### config.mk
export PLATFORM = sky130hd
export DESIGN_NAME = dir_periph_regs
export DESIGN_NICKNAME = d
export VERILOG_FILES = /design/src/include/dir_pkg.sv /design/src/design/dir_rate_acc.sv /design/src/design/dir_mod_timer.sv /design/src/design/dir_periph_regs.sv
export SDC_FILE = /design/constraint.sdc
export NUM_CORES = 1
export LEC_CHECK = 0
export ABC_AREA = 1
export BUFFER_PORTS_ARGS = -buffer_cell sky130_fd_sc_hd__buf_2
export CELL_PAD_IN_SITES_DETAIL_PLACEMENT = 1
export CELL_PAD_IN_SITES_GLOBAL_PLACEMENT = 2
export CORE_MARGIN = 1.5
export CORE_UTILIZATION = 31
export DETAILED_ROUTE_END_ITERATION = 6
export PLACE_DENSITY_LB_ADDON = 0.1
export REMOVE_ABC_BUFFERS = 1
export SLEW_MARGIN = 20
export SYNTH_ARGS = -nofsm -noshare
export SYNTH_HDL_FRONTEND = slang
export SYNTH_HIERARCHICAL = 1
export SYNTH_SLANG_ARGS = --single-unit
### constraint.sdc
create_clock -name clk_sys -period 5.6 [get_ports clk_sys]
set_input_delay 0.28 -clock clk_sys [delete_from_list [all_inputs] [get_ports clk_sys]]
set_output_delay 0.28 -clock clk_sys [all_outputs]
set_load 0.005 [all_outputs]
### src/include/dir_pkg.sv
// Package with register map, field layout and timing constants.
package dir_pkg;
    // ------------------------------------------------------------------
    // Register addresses
    // ------------------------------------------------------------------
    localparam logic [15:0] ADDR_SERIAL_INPUT_WORD    = 16'hc011;
    localparam logic [15:0] ADDR_REQUEST_PIN_CONTROL  = 16'hc012;
    localparam logic [15:0] ADDR_OUTPUT_RATE_LOW      = 16'hc013;
    localparam logic [15:0] ADDR_OUTPUT_RATE_HIGH_PLL = 16'hc014;
    localparam logic [15:0] ADDR_LEFT_SAMPLE          = 16'hc015;
    localparam logic [15:0] ADDR_RIGHT_SAMPLE         = 16'hc016;
    localparam logic [15:0] ADDR_IRQ_ENABLE_MASK      = 16'hc01a;
    localparam logic [15:0] ADDR_IRQ_GLOBAL_DISABLE   = 16'hc01b;
    localparam logic [15:0] ADDR_IRQ_GLOBAL_ENABLE    = 16'hc01c;
    localparam logic [15:0] ADDR_IRQ_NESTING_COUNT    = 16'hc01d;
    localparam logic [15:0] ADDR_INPUT_SAMPLE_DIVIDER = 16'hc01e;
    localparam logic [15:0] ADDR_INPUT_SAMPLE_VALUE   = 16'hc01f;

    // ------------------------------------------------------------------
    // Field layout and widths
    // ------------------------------------------------------------------
    localparam int          NUM_SRC        = 8;
    localparam int          NEST_W         = 5;
    localparam int          ACC_W          = 26;
    localparam int          INCR_W         = 20;
    localparam int          RATE_HI_LSB    = 0;
    localparam int          RATE_HI_W      = 4;
    localparam int          SRC_AUDIO_OUT  = 0;
    localparam int          SRC_CTRL_PORT  = 1;
    localparam int          SRC_DATA_IN    = 2;
    localparam int          SRC_MODULATOR  = 3;
    localparam int          SRC_SER_TX     = 4;
    localparam int          SRC_SER_RX     = 5;
    localparam int          SRC_TIMER0     = 6;
    localparam int          SRC_TIMER1     = 7;

    // ------------------------------------------------------------------
    // Reset values and timing
    // ------------------------------------------------------------------
    localparam logic [15:0] RST_WORD        = 16'h0000;
    localparam logic [1:0]  ACC_STEP_PERIOD = 2'h3;
    localparam int          MOD_CYC_PER_DIV = 128;
    localparam int          ENABLE_LAT_MAX  = 6;
endpackage

### src/design/dir_rate_acc.sv
// Output sample-rate phase accumulator.
`timescale 1ns/1ps
module dir_rate_acc #(
    parameter int ACC_W  = dir_pkg::ACC_W,
    parameter int INCR_W = dir_pkg::INCR_W
) (
    input  wire logic              clk_sys,
    input  wire logic              sys_rst,
    input  wire logic [INCR_W-1:0] incr,
    output logic                   ovf_pulse
);
    initial begin
        if (INCR_W >= ACC_W) begin
            $error("dir_rate_acc: increment must be narrower than acc");
        end
    end

    logic [1:0]       phase_ff;
    logic [1:0]       nxt_phase;
    logic [ACC_W-1:0] acc_ff;
    logic [ACC_W-1:0] nxt_acc;
    logic             ovf_ff;
    logic             nxt_ovf;
    logic [ACC_W:0]   sum;

    // The sum is taken once every fourth cycle; the carry is the overflow.
    always_comb begin
        sum       = {1'b0, acc_ff} + {{(ACC_W+1-INCR_W){1'b0}}, incr};
        nxt_phase = phase_ff + 2'h1;
        nxt_acc   = acc_ff;
        nxt_ovf   = 1'b0;
        if (phase_ff == dir_pkg::ACC_STEP_PERIOD) begin
            nxt_acc = sum[ACC_W-1:0];
            nxt_ovf = sum[ACC_W];
        end
    end

    always_ff @(posedge clk_sys or posedge sys_rst) begin
        if (sys_rst) begin
            phase_ff <= 2'h0;
            acc_ff   <= '0;
            ovf_ff   <= 1'b0;
        end else begin
            phase_ff <= nxt_phase;
            acc_ff   <= nxt_acc;
            ovf_ff   <= nxt_ovf;
        end
    end

    assign ovf_pulse = ovf_ff;
endmodule

### src/design/dir_mod_timer.sv
// Input modulator sample timer: one tick per 128 x divider cycles.
`timescale 1ns/1ps
module dir_mod_timer #(
    parameter int DIV_W = 16
) (
    input  wire logic             clk_sys,
    input  wire logic             sys_rst,
    input  wire logic [DIV_W-1:0] divider,
    output logic                  sample_tick
);
    localparam int CNT_W = DIV_W + $clog2(dir_pkg::MOD_CYC_PER_DIV);

    initial begin
        if (DIV_W < 1) begin
            $error("dir_mod_timer: divider width must be positive");
        end
    end

    logic [CNT_W-1:0] cnt_ff;
    logic [CNT_W-1:0] nxt_cnt;
    logic [CNT_W-1:0] period;
    logic             tick_ff;
    logic             nxt_tick;

    always_comb begin
        period   = CNT_W'({divider, {$clog2(dir_pkg::MOD_CYC_PER_DIV){1'b0}}});
        nxt_cnt  = cnt_ff + {{(CNT_W-1){1'b0}}, 1'b1};
        nxt_tick = 1'b0;
        if (divider == '0) begin
            // A zero divider holds the modulator off.
            nxt_cnt = '0;
        end else if (cnt_ff >= period - {{(CNT_W-1){1'b0}}, 1'b1}) begin
            nxt_cnt  = '0;
            nxt_tick = 1'b1;
        end
    end

    always_ff @(posedge clk_sys or posedge sys_rst) begin
        if (sys_rst) begin
            cnt_ff  <= '0;
            tick_ff <= 1'b0;
        end else begin
            cnt_ff  <= nxt_cnt;
            tick_ff <= nxt_tick;
        end
    end

    assign sample_tick = tick_ff;
endmodule

### src/design/dir_periph_regs.sv
// Peripheral register slice with nesting interrupt controller.
`timescale 1ns/1ps
module dir_periph_regs #(
    parameter int DATA_W = 16,
    parameter int NSRC   = dir_pkg::NUM_SRC
) (
    input  wire logic              clk_sys,
    input  wire logic              sys_rst,
    // Processor register port.
    input  wire logic [15:0]       reg_addr,
    input  wire logic              reg_wr,
    input  wire logic              reg_rd,
    input  wire logic [DATA_W-1:0] reg_wdata,
    output logic [DATA_W-1:0]      reg_rdata,
    // Core interrupt handshake.
    output logic                   irq_req,
    output logic [NSRC-1:0]        irq_vector,
    input  wire logic              irq_ack,
    // Peripheral event sources.
    input  wire logic [NSRC-1:0]   src_event,
    input  wire logic              serial_byte_valid,
    input  wire logic [7:0]        serial_byte,
    input  wire logic [DATA_W-1:0] adc_result,
    // Output converter side.
    output logic [DATA_W-1:0]      dac_left_out,
    output logic [DATA_W-1:0]      dac_right_out,
    output logic                   dac_load,
    output logic [DATA_W-1:0]      pll_control,
    output logic                   data_request_pin,
    output logic                   adc_sample_tick
);
    initial begin
        if (DATA_W != 16 || NSRC != dir_pkg::NUM_SRC) begin
            $error("dir_periph_regs: unsupported width or source count");
        end
    end

    // ------------------------------------------------------------------
    // State
    // ------------------------------------------------------------------
    logic [DATA_W-1:0]            ser_word_ff,  nxt_ser_word;
    logic                         data_request_pin_ff,      nxt_data_request_pin;
    logic [DATA_W-1:0]            rate_lo_ff,   nxt_rate_lo;
    logic [DATA_W-1:0]            rate_hi_ff,   nxt_rate_hi;
    logic [DATA_W-1:0]            left_ff,      nxt_left;
    logic [DATA_W-1:0]            right_ff,     nxt_right;
    logic [NSRC-1:0]              mask_ff,      nxt_mask;
    logic [dir_pkg::NEST_W-1:0]   nest_ff,      nxt_nest;
    logic [DATA_W-1:0]            adiv_ff,      nxt_adiv;
    logic [DATA_W-1:0]            adata_ff,     nxt_adata;
    logic [NSRC-1:0]              pend_ff,      nxt_pend;
    logic [DATA_W-1:0]            dacl_ff,      nxt_dacl;
    logic [DATA_W-1:0]            dacr_ff,      nxt_dacr;
    logic                         dload_ff,     nxt_dload;
    logic [DATA_W-1:0]            rdata_ff,     nxt_rdata;
    logic [NSRC-1:0]              vec_ff,       nxt_vec;
    logic                         req_ff,       nxt_req;

    logic                         acc_ovf;
    logic                         mod_tick;
    logic [dir_pkg::INCR_W-1:0]   rate_incr;
    logic [NSRC-1:0]              events;
    logic [NSRC-1:0]              eligible;
    logic [NSRC-1:0]              take_sel;

    // ------------------------------------------------------------------
    // Sub-blocks
    // ------------------------------------------------------------------
    assign rate_incr = {rate_hi_ff[dir_pkg::RATE_HI_LSB +: dir_pkg::RATE_HI_W],
                        rate_lo_ff};

    dir_rate_acc #(
        .ACC_W  (dir_pkg::ACC_W),
        .INCR_W (dir_pkg::INCR_W)
    ) u_rate_acc (
        .clk_sys   (clk_sys),
        .sys_rst   (sys_rst),
        .incr      (rate_incr),
        .ovf_pulse (acc_ovf)
    );

    dir_mod_timer #(
        .DIV_W (DATA_W)
    ) u_mod_timer (
        .clk_sys     (clk_sys),
        .sys_rst     (sys_rst),
        .divider     (adiv_ff),
        .sample_tick (mod_tick)
    );

    // ------------------------------------------------------------------
    // Interrupt sources and priority
    // ------------------------------------------------------------------
    always_comb begin
        events = src_event;
        events[dir_pkg::SRC_AUDIO_OUT] = src_event[dir_pkg::SRC_AUDIO_OUT]
                                         | acc_ovf;
        events[dir_pkg::SRC_MODULATOR] = src_event[dir_pkg::SRC_MODULATOR]
                                         | mod_tick;
        // Registered mask and counter keep the effect within six cycles.
        eligible = pend_ff & mask_ff;
        take_sel = '0;
        // Lowest bit wins when several sources are pending.
        for (int i = NSRC - 1; i >= 0; i--) begin
            if (eligible[i]) begin
                take_sel = '0;
                take_sel[i] = 1'b1;
            end
        end
    end

    // ------------------------------------------------------------------
    // Next-state logic
    // ------------------------------------------------------------------
    always_comb begin
        nxt_ser_word = ser_word_ff;
        nxt_data_request_pin     = data_request_pin_ff;
        nxt_rate_lo  = rate_lo_ff;
        nxt_rate_hi  = rate_hi_ff;
        nxt_left     = left_ff;
        nxt_right    = right_ff;
        nxt_mask     = mask_ff;
        nxt_nest     = nest_ff;
        nxt_adiv     = adiv_ff;
        nxt_adata    = adata_ff;
        nxt_dacl     = dacl_ff;
        nxt_dacr     = dacr_ff;
        nxt_dload    = acc_ovf;
        nxt_rdata    = rdata_ff;
        nxt_pend     = pend_ff;
        nxt_vec      = vec_ff;
        nxt_req      = 1'b0;

        if (serial_byte_valid) begin
            nxt_ser_word = {ser_word_ff[7:0], serial_byte};
        end
        if (acc_ovf) begin
            nxt_dacl = left_ff;
            nxt_dacr = right_ff;
        end
        if (mod_tick) begin
            nxt_adata = adc_result;
        end

        if (reg_wr) begin
            case (reg_addr)
                dir_pkg::ADDR_REQUEST_PIN_CONTROL:  nxt_data_request_pin = reg_wdata[0];
                dir_pkg::ADDR_OUTPUT_RATE_LOW: begin
                    nxt_rate_lo = reg_wdata;
                end
                dir_pkg::ADDR_OUTPUT_RATE_HIGH_PLL: begin
                    nxt_rate_hi = reg_wdata;
                end
                dir_pkg::ADDR_LEFT_SAMPLE:   nxt_left  = reg_wdata;
                dir_pkg::ADDR_RIGHT_SAMPLE:  nxt_right = reg_wdata;
                dir_pkg::ADDR_IRQ_ENABLE_MASK: begin
                    nxt_mask = reg_wdata[NSRC-1:0];
                end
                dir_pkg::ADDR_IRQ_GLOBAL_DISABLE: begin
                    nxt_nest = nest_ff + 5'h01;
                end
                dir_pkg::ADDR_IRQ_GLOBAL_ENABLE: begin
                    if (nest_ff != '0) begin
                        nxt_nest = nest_ff - 5'h01;
                    end
                end
                dir_pkg::ADDR_IRQ_NESTING_COUNT: begin
                    nxt_nest = reg_wdata[dir_pkg::NEST_W-1:0];
                end
                dir_pkg::ADDR_INPUT_SAMPLE_DIVIDER: nxt_adiv = reg_wdata;
                dir_pkg::ADDR_INPUT_SAMPLE_VALUE: begin
                    nxt_adata = reg_wdata;
                end
                default: ;
            endcase
        end

        // Request is offered only while the counter is zero.
        if (nest_ff == '0 && eligible != '0 && !req_ff) begin
            nxt_req = 1'b1;
            nxt_vec = take_sel;
        end else if (req_ff && !irq_ack) begin
            // Drop the request once its source is masked off.
            nxt_req = nest_ff == '0 && (vec_ff & eligible) != '0;
        end
        if (req_ff && irq_ack) begin
            nxt_pend = pend_ff & ~vec_ff;
            nxt_nest = nxt_nest + 5'h01;
        end
        // A new event wins over the clear of the same flag.
        nxt_pend = nxt_pend | events;

        if (reg_rd) begin
            case (reg_addr)
                dir_pkg::ADDR_SERIAL_INPUT_WORD: begin
                    nxt_rdata = ser_word_ff;
                end
                dir_pkg::ADDR_OUTPUT_RATE_LOW:      nxt_rdata = rate_lo_ff;
                dir_pkg::ADDR_OUTPUT_RATE_HIGH_PLL: nxt_rdata = rate_hi_ff;
                dir_pkg::ADDR_LEFT_SAMPLE:          nxt_rdata = left_ff;
                dir_pkg::ADDR_RIGHT_SAMPLE:         nxt_rdata = right_ff;
                dir_pkg::ADDR_IRQ_ENABLE_MASK: begin
                    nxt_rdata = {{(DATA_W-NSRC){1'b0}}, mask_ff};
                end
                dir_pkg::ADDR_IRQ_NESTING_COUNT: begin
                    nxt_rdata = {{(DATA_W-dir_pkg::NEST_W){1'b0}}, nest_ff};
                end
                dir_pkg::ADDR_INPUT_SAMPLE_DIVIDER: nxt_rdata = adiv_ff;
                dir_pkg::ADDR_INPUT_SAMPLE_VALUE:   nxt_rdata = adata_ff;
                default:                            nxt_rdata = dir_pkg::RST_WORD;
            endcase
        end
    end

    // ------------------------------------------------------------------
    // Registers
    // ------------------------------------------------------------------
    always_ff @(posedge clk_sys or posedge sys_rst) begin
        if (sys_rst) begin
            ser_word_ff <= dir_pkg::RST_WORD;
            data_request_pin_ff     <= 1'b0;
            rate_lo_ff  <= dir_pkg::RST_WORD;
            rate_hi_ff  <= dir_pkg::RST_WORD;
            left_ff     <= dir_pkg::RST_WORD;
            right_ff    <= dir_pkg::RST_WORD;
            mask_ff     <= '0;
            nest_ff     <= '0;
            adiv_ff     <= dir_pkg::RST_WORD;
            adata_ff    <= dir_pkg::RST_WORD;
            pend_ff     <= '0;
            dacl_ff     <= dir_pkg::RST_WORD;
            dacr_ff     <= dir_pkg::RST_WORD;
            dload_ff    <= 1'b0;
            rdata_ff    <= dir_pkg::RST_WORD;
            vec_ff      <= '0;
            req_ff      <= 1'b0;
        end else begin
            ser_word_ff <= nxt_ser_word;
            data_request_pin_ff     <= nxt_data_request_pin;
            rate_lo_ff  <= nxt_rate_lo;
            rate_hi_ff  <= nxt_rate_hi;
            left_ff     <= nxt_left;
            right_ff    <= nxt_right;
            mask_ff     <= nxt_mask;
            nest_ff     <= nxt_nest;
            adiv_ff     <= nxt_adiv;
            adata_ff    <= nxt_adata;
            pend_ff     <= nxt_pend;
            dacl_ff     <= nxt_dacl;
            dacr_ff     <= nxt_dacr;
            dload_ff    <= nxt_dload;
            rdata_ff    <= nxt_rdata;
            vec_ff      <= nxt_vec;
            req_ff      <= nxt_req;
        end
    end

    // ------------------------------------------------------------------
    // Outputs
    // ------------------------------------------------------------------
    assign reg_rdata        = rdata_ff;
    assign irq_req          = req_ff;
    assign irq_vector       = vec_ff;
    assign dac_left_out     = dacl_ff;
    assign dac_right_out    = dacr_ff;
    assign dac_load         = dload_ff;
    assign pll_control      = rate_hi_ff;
    assign data_request_pin = data_request_pin_ff;
    assign adc_sample_tick  = mod_tick;
endmodule

==> flow_summary_export.csv <==
group,metric,value,unit
outcome,status,"finished, final reports clean",
cts,clkTransAtPathRegs,0.06,ns
logic_synthesis,ys_async_sr_fraction,100,%
cts,htree_num_levels,1,
sta,worst_slack,2.79,ns
finish,syn_to_final_growth,17.6,%
power_and_ir_drop,power_frac_comb,3.8,%
cts,cts_root_buf,"clkbuf_16",
route,firstDrtPassIters,5,
worst_setup_path,crit_family,"simple AND/OR/NAND/NOR gates",
worst_setup_path,crit_arrival,3.25,ns
finish,layout-drive-gt1-share,14.5,%
worst_setup_path,critPathMostFrequentCell,"nand2_1",
logic_synthesis,syn_inst,1880,
flow_run,drv_cap,0,
finish,largest_reg_flops,26,
power_and_ir_drop,p_leak,8.57,nW
worst_setup_path,timing.rr.start,"adiv_ff[0]",
logic_synthesis,syn-cell-area,0.0139,mm^2
sta,setup_tns,0,ns
logic_synthesis,synth_ff_type,"dfrtp_1",
sta,fin_skew,0.0125,ns
die,die-area,0.0462,mm^2
global_route,grt.overflow.total,0,
worst_setup_path,r2r_slack,2.79,ns
route,via_per_inst,4.79,
logic_synthesis,synth.distinct_cells,45,
cts,clk_path_buf_depth,3,
place,dpl.hpwl,36700,um
die,die_width,215,um
cts,cts_buffers,31,
hold_path,hp-class,"primary input to flop",
place,dpl.cell_count,2569,
worst_setup_path,reg2reg_depth,15,
route,post-route-drc-count,0,
route,vias,12700,
power_and_ir_drop,p_sw,933,uW
cts,cts_resized,0,
sta,setup_viol,0,
die,core_area,0.0443,mm^2
logic_synthesis,synth-seq-area-share,44.0,%
power_and_ir_drop,pwr-share-seq,45.2,%
sta,finalHoldViolations,0,
route,post_drt_wl_per_cell,18.3,um
route,drt-initial-drc-count,624,
finish,stdcell_count,2642,
power_and_ir_drop,power_density,242,mW/mm^2
sta,drv_slew,0,
worst_setup_path,crit_fanout,23,
worst_setup_path,slowest_delay,0.42,ns
place,pre_cts_ws,2.67,ns
finish,layout.cells.most_common_list,"nand2_1 (638), dfrtp_1 (245), inv_1 (201)",
power_and_ir_drop,total_power,3.96,mW
cts,postCtsSetupBuffers,0,
die,ioPinCount,146,
sta,post-route-period-util,50.1,%
route,ant_nets,0,
finish,largest-register,"u_rate_acc/acc_ff",
worst_setup_path,path_buf_inv,2,
worst_setup_path,path_cells,"inv_1 > ha_1 > nand2_1 > nor3_1 > nand2_1 > xor2_1 > inv_1 > ha_1 > nand2_1 > nor2_1 > nand2_1 > nor2_1 > nand2_2 > nand3_4 > nor2_1",
sta,max_clock_freq,356,MHz
global_route,grt_use_total,21.2,%
logic_synthesis,syn-mean-instance-area,7.41,um^2
sta,grt_setup_unrepaired,"no",
sta,worstMarginPinSlew,1.05,ns
worst_setup_path,criticalPathCategory,"flop to flop",
cts,clk_latency,0.57,ns
worst_setup_path,end_kind,"flop",
sta,hold_slack,0.0243,ns
logic_synthesis,yosysWarnings,6,
worst_setup_path,startpoint,"adiv_ff[0]",
global_route,grt_pass1_vias,13400,
finish,layout_commonest_cell,"nand2_1",
route,wl,48400,um
finish,top_regs,"u_rate_acc/acc_ff (26), u_mod_timer/cnt_ff (23)",
worst_setup_path,crit_end,"u_mod_timer/cnt_ff[11]",
logic_synthesis,ys_seq_elements,245,
power_and_ir_drop,pwr-share-clk,51.0,%
cts,numClockSinks,245,
worst_setup_path,worstPathRequired,6.04,ns
worst_setup_path,cp_slowest_cell,"dfrtp_1",
cts,cts_tree,"done",
die,num_rows,77,
power_and_ir_drop,p_int,3.03,mW
die,start_util,31.4,%
place,io_buffers,145,
global_route,grt_max_degree,78,
power_and_ir_drop,irDropWorstVdd,0.212,mV
logic_synthesis,synth-edff-count,0,
worst_setup_path,startpoint_type,"flop",
die,die_h,215,um
sta,finalCriticalPeriod,2.81,ns
worst_setup_path,cp_num_cells,15,
worst_setup_path,r2r_end,"u_mod_timer/cnt_ff[11]",
power_and_ir_drop,swShare,23.5,%
finish,nets,2139,
sta,max_slew_margin,29.9,%
global_route,antenna_found_initial,0,
hold_path,hold_depth,3,
place,routabilityCongestion,0.822,
global_route,grt_pass1_wl,76800,um
==> how the worst min path moves through the flow <==
stage                           startpoint                     end  slack, ns
floorplan                          sys_rst   u_mod_timer/cnt_ff[0]       0.29
global placement    u_rate_acc/phase_ff[0]  u_rate_acc/phase_ff[0]       0.41
detailed placement  u_rate_acc/phase_ff[0]  u_rate_acc/phase_ff[0]       0.42
CTS                           src_event[0]              pend_ff[0]       0.01
global route                  src_event[0]              pend_ff[0]       0.02
finish                        src_event[0]              pend_ff[0]       0.02
==> area by class of cell <==
type / instances / area (um^2)
Timing Repair Buffer: 169 / 948
Antenna cell: 1 / 2.50
Multi-Input combinational cell: 1365 / 6730
Sequential cell: 245 / 6130
Clock buffer: 45 / 908
Tap cell: 592 / 741
Clock inverter: 10 / 111
Inverter: 215 / 815
Fill cell: 5506 / 27900
==> worst reg2reg max path, cell delays in order, from the launching register on <==
cell and delay [ns]:
dfrtp_1 0.42, inv_1 0.13, ha_1 0.20, nand2_1 0.15
nor3_1 0.28, nand2_1 0.11, xor2_1 0.14, inv_1 0.06
ha_1 0.28, nand2_1 0.05, nor2_1 0.13, nand2_1 0.11
nor2_1 0.14, nand2_2 0.09, nand3_4 0.28, nor2_1 0.11
==> synth_stat cells, types with 6 or more instances <==
master / n / area share, %
a21oi_1: 39 / 1.4
buf_2: 18 / 0.65
clkbuf_1: 29 / 0.78
clkinv_1: 7 / 0.19
dfrtp_1: 245 / 44
ha_1: 41 / 3.7
inv_1: 204 / 5.5
nand2_1: 638 / 17
nand2_2: 23 / 1.0
nand3_1: 101 / 3.6
nand3_2: 11 / 0.79
nand3b_1: 11 / 0.59
nand4_1: 19 / 0.85
nor2_1: 151 / 4.1
nor2_2: 12 / 0.54
nor2_4: 10 / 0.81
nor3_1: 17 / 0.61
o21ai_0: 179 / 6.4
o21ai_1: 16 / 0.57
o21ai_2: 10 / 0.63
o22ai_1: 16 / 0.72
or2_2: 6 / 0.27
xnor2_1: 12 / 0.75
xor2_1: 17 / 1.1
==> through the flow <==
step / util [%] / cell area (um^2)
after floorplan: - / 13700
after global placement: 34.3 / 15200
after detailed placement: 34.3 / 15200
final: 37.0 / 16400
after CTS: 37.0 / 16400
after global routing: 37.0 / 16400
==> cell families after synthesis <==
group           share of synthesized area [%]
xor+xnor                                 1.82
fa+ha+maj                                3.83
compound gates                           10.8
buf+inv                                  7.73
simple gates                             31.8
flops                                    44.0
==> routing by layer <==
metal / global-route usage (%) / wire, um / vias up
met5: 0 / 0 / -
met4: 5.14 / 958 / 0
met1: 28.7 / 23100 / 6201
met2: 36.1 / 23100 / 134
li1: - / - / 6281
met3: 2.29 / 1190 / 47
==> timing repair <==
| action | 4_1_cts | 5_1_grt |
|---|---|---|
| hold buffers | 17 | 0 |
| setup endpoints to repair | 0 | 0 |
| endpoints found under the hold margin | 120 | 0 |
==> power groups by stage <==
stage	Clock, mW	Combinational (mW)	Sequential (mW)
4_1_cts	2.08	0.158	1.79
6_report	2.02	0.152	1.79
5_1_grt	2.14	0.172	1.79
3_3_place_gp	0	0.147	1.82
3_5_place_dp	0	0.148	1.82
2_1_floorplan	0	0.0663	1.82
Power figures use the tool's default switching activity.
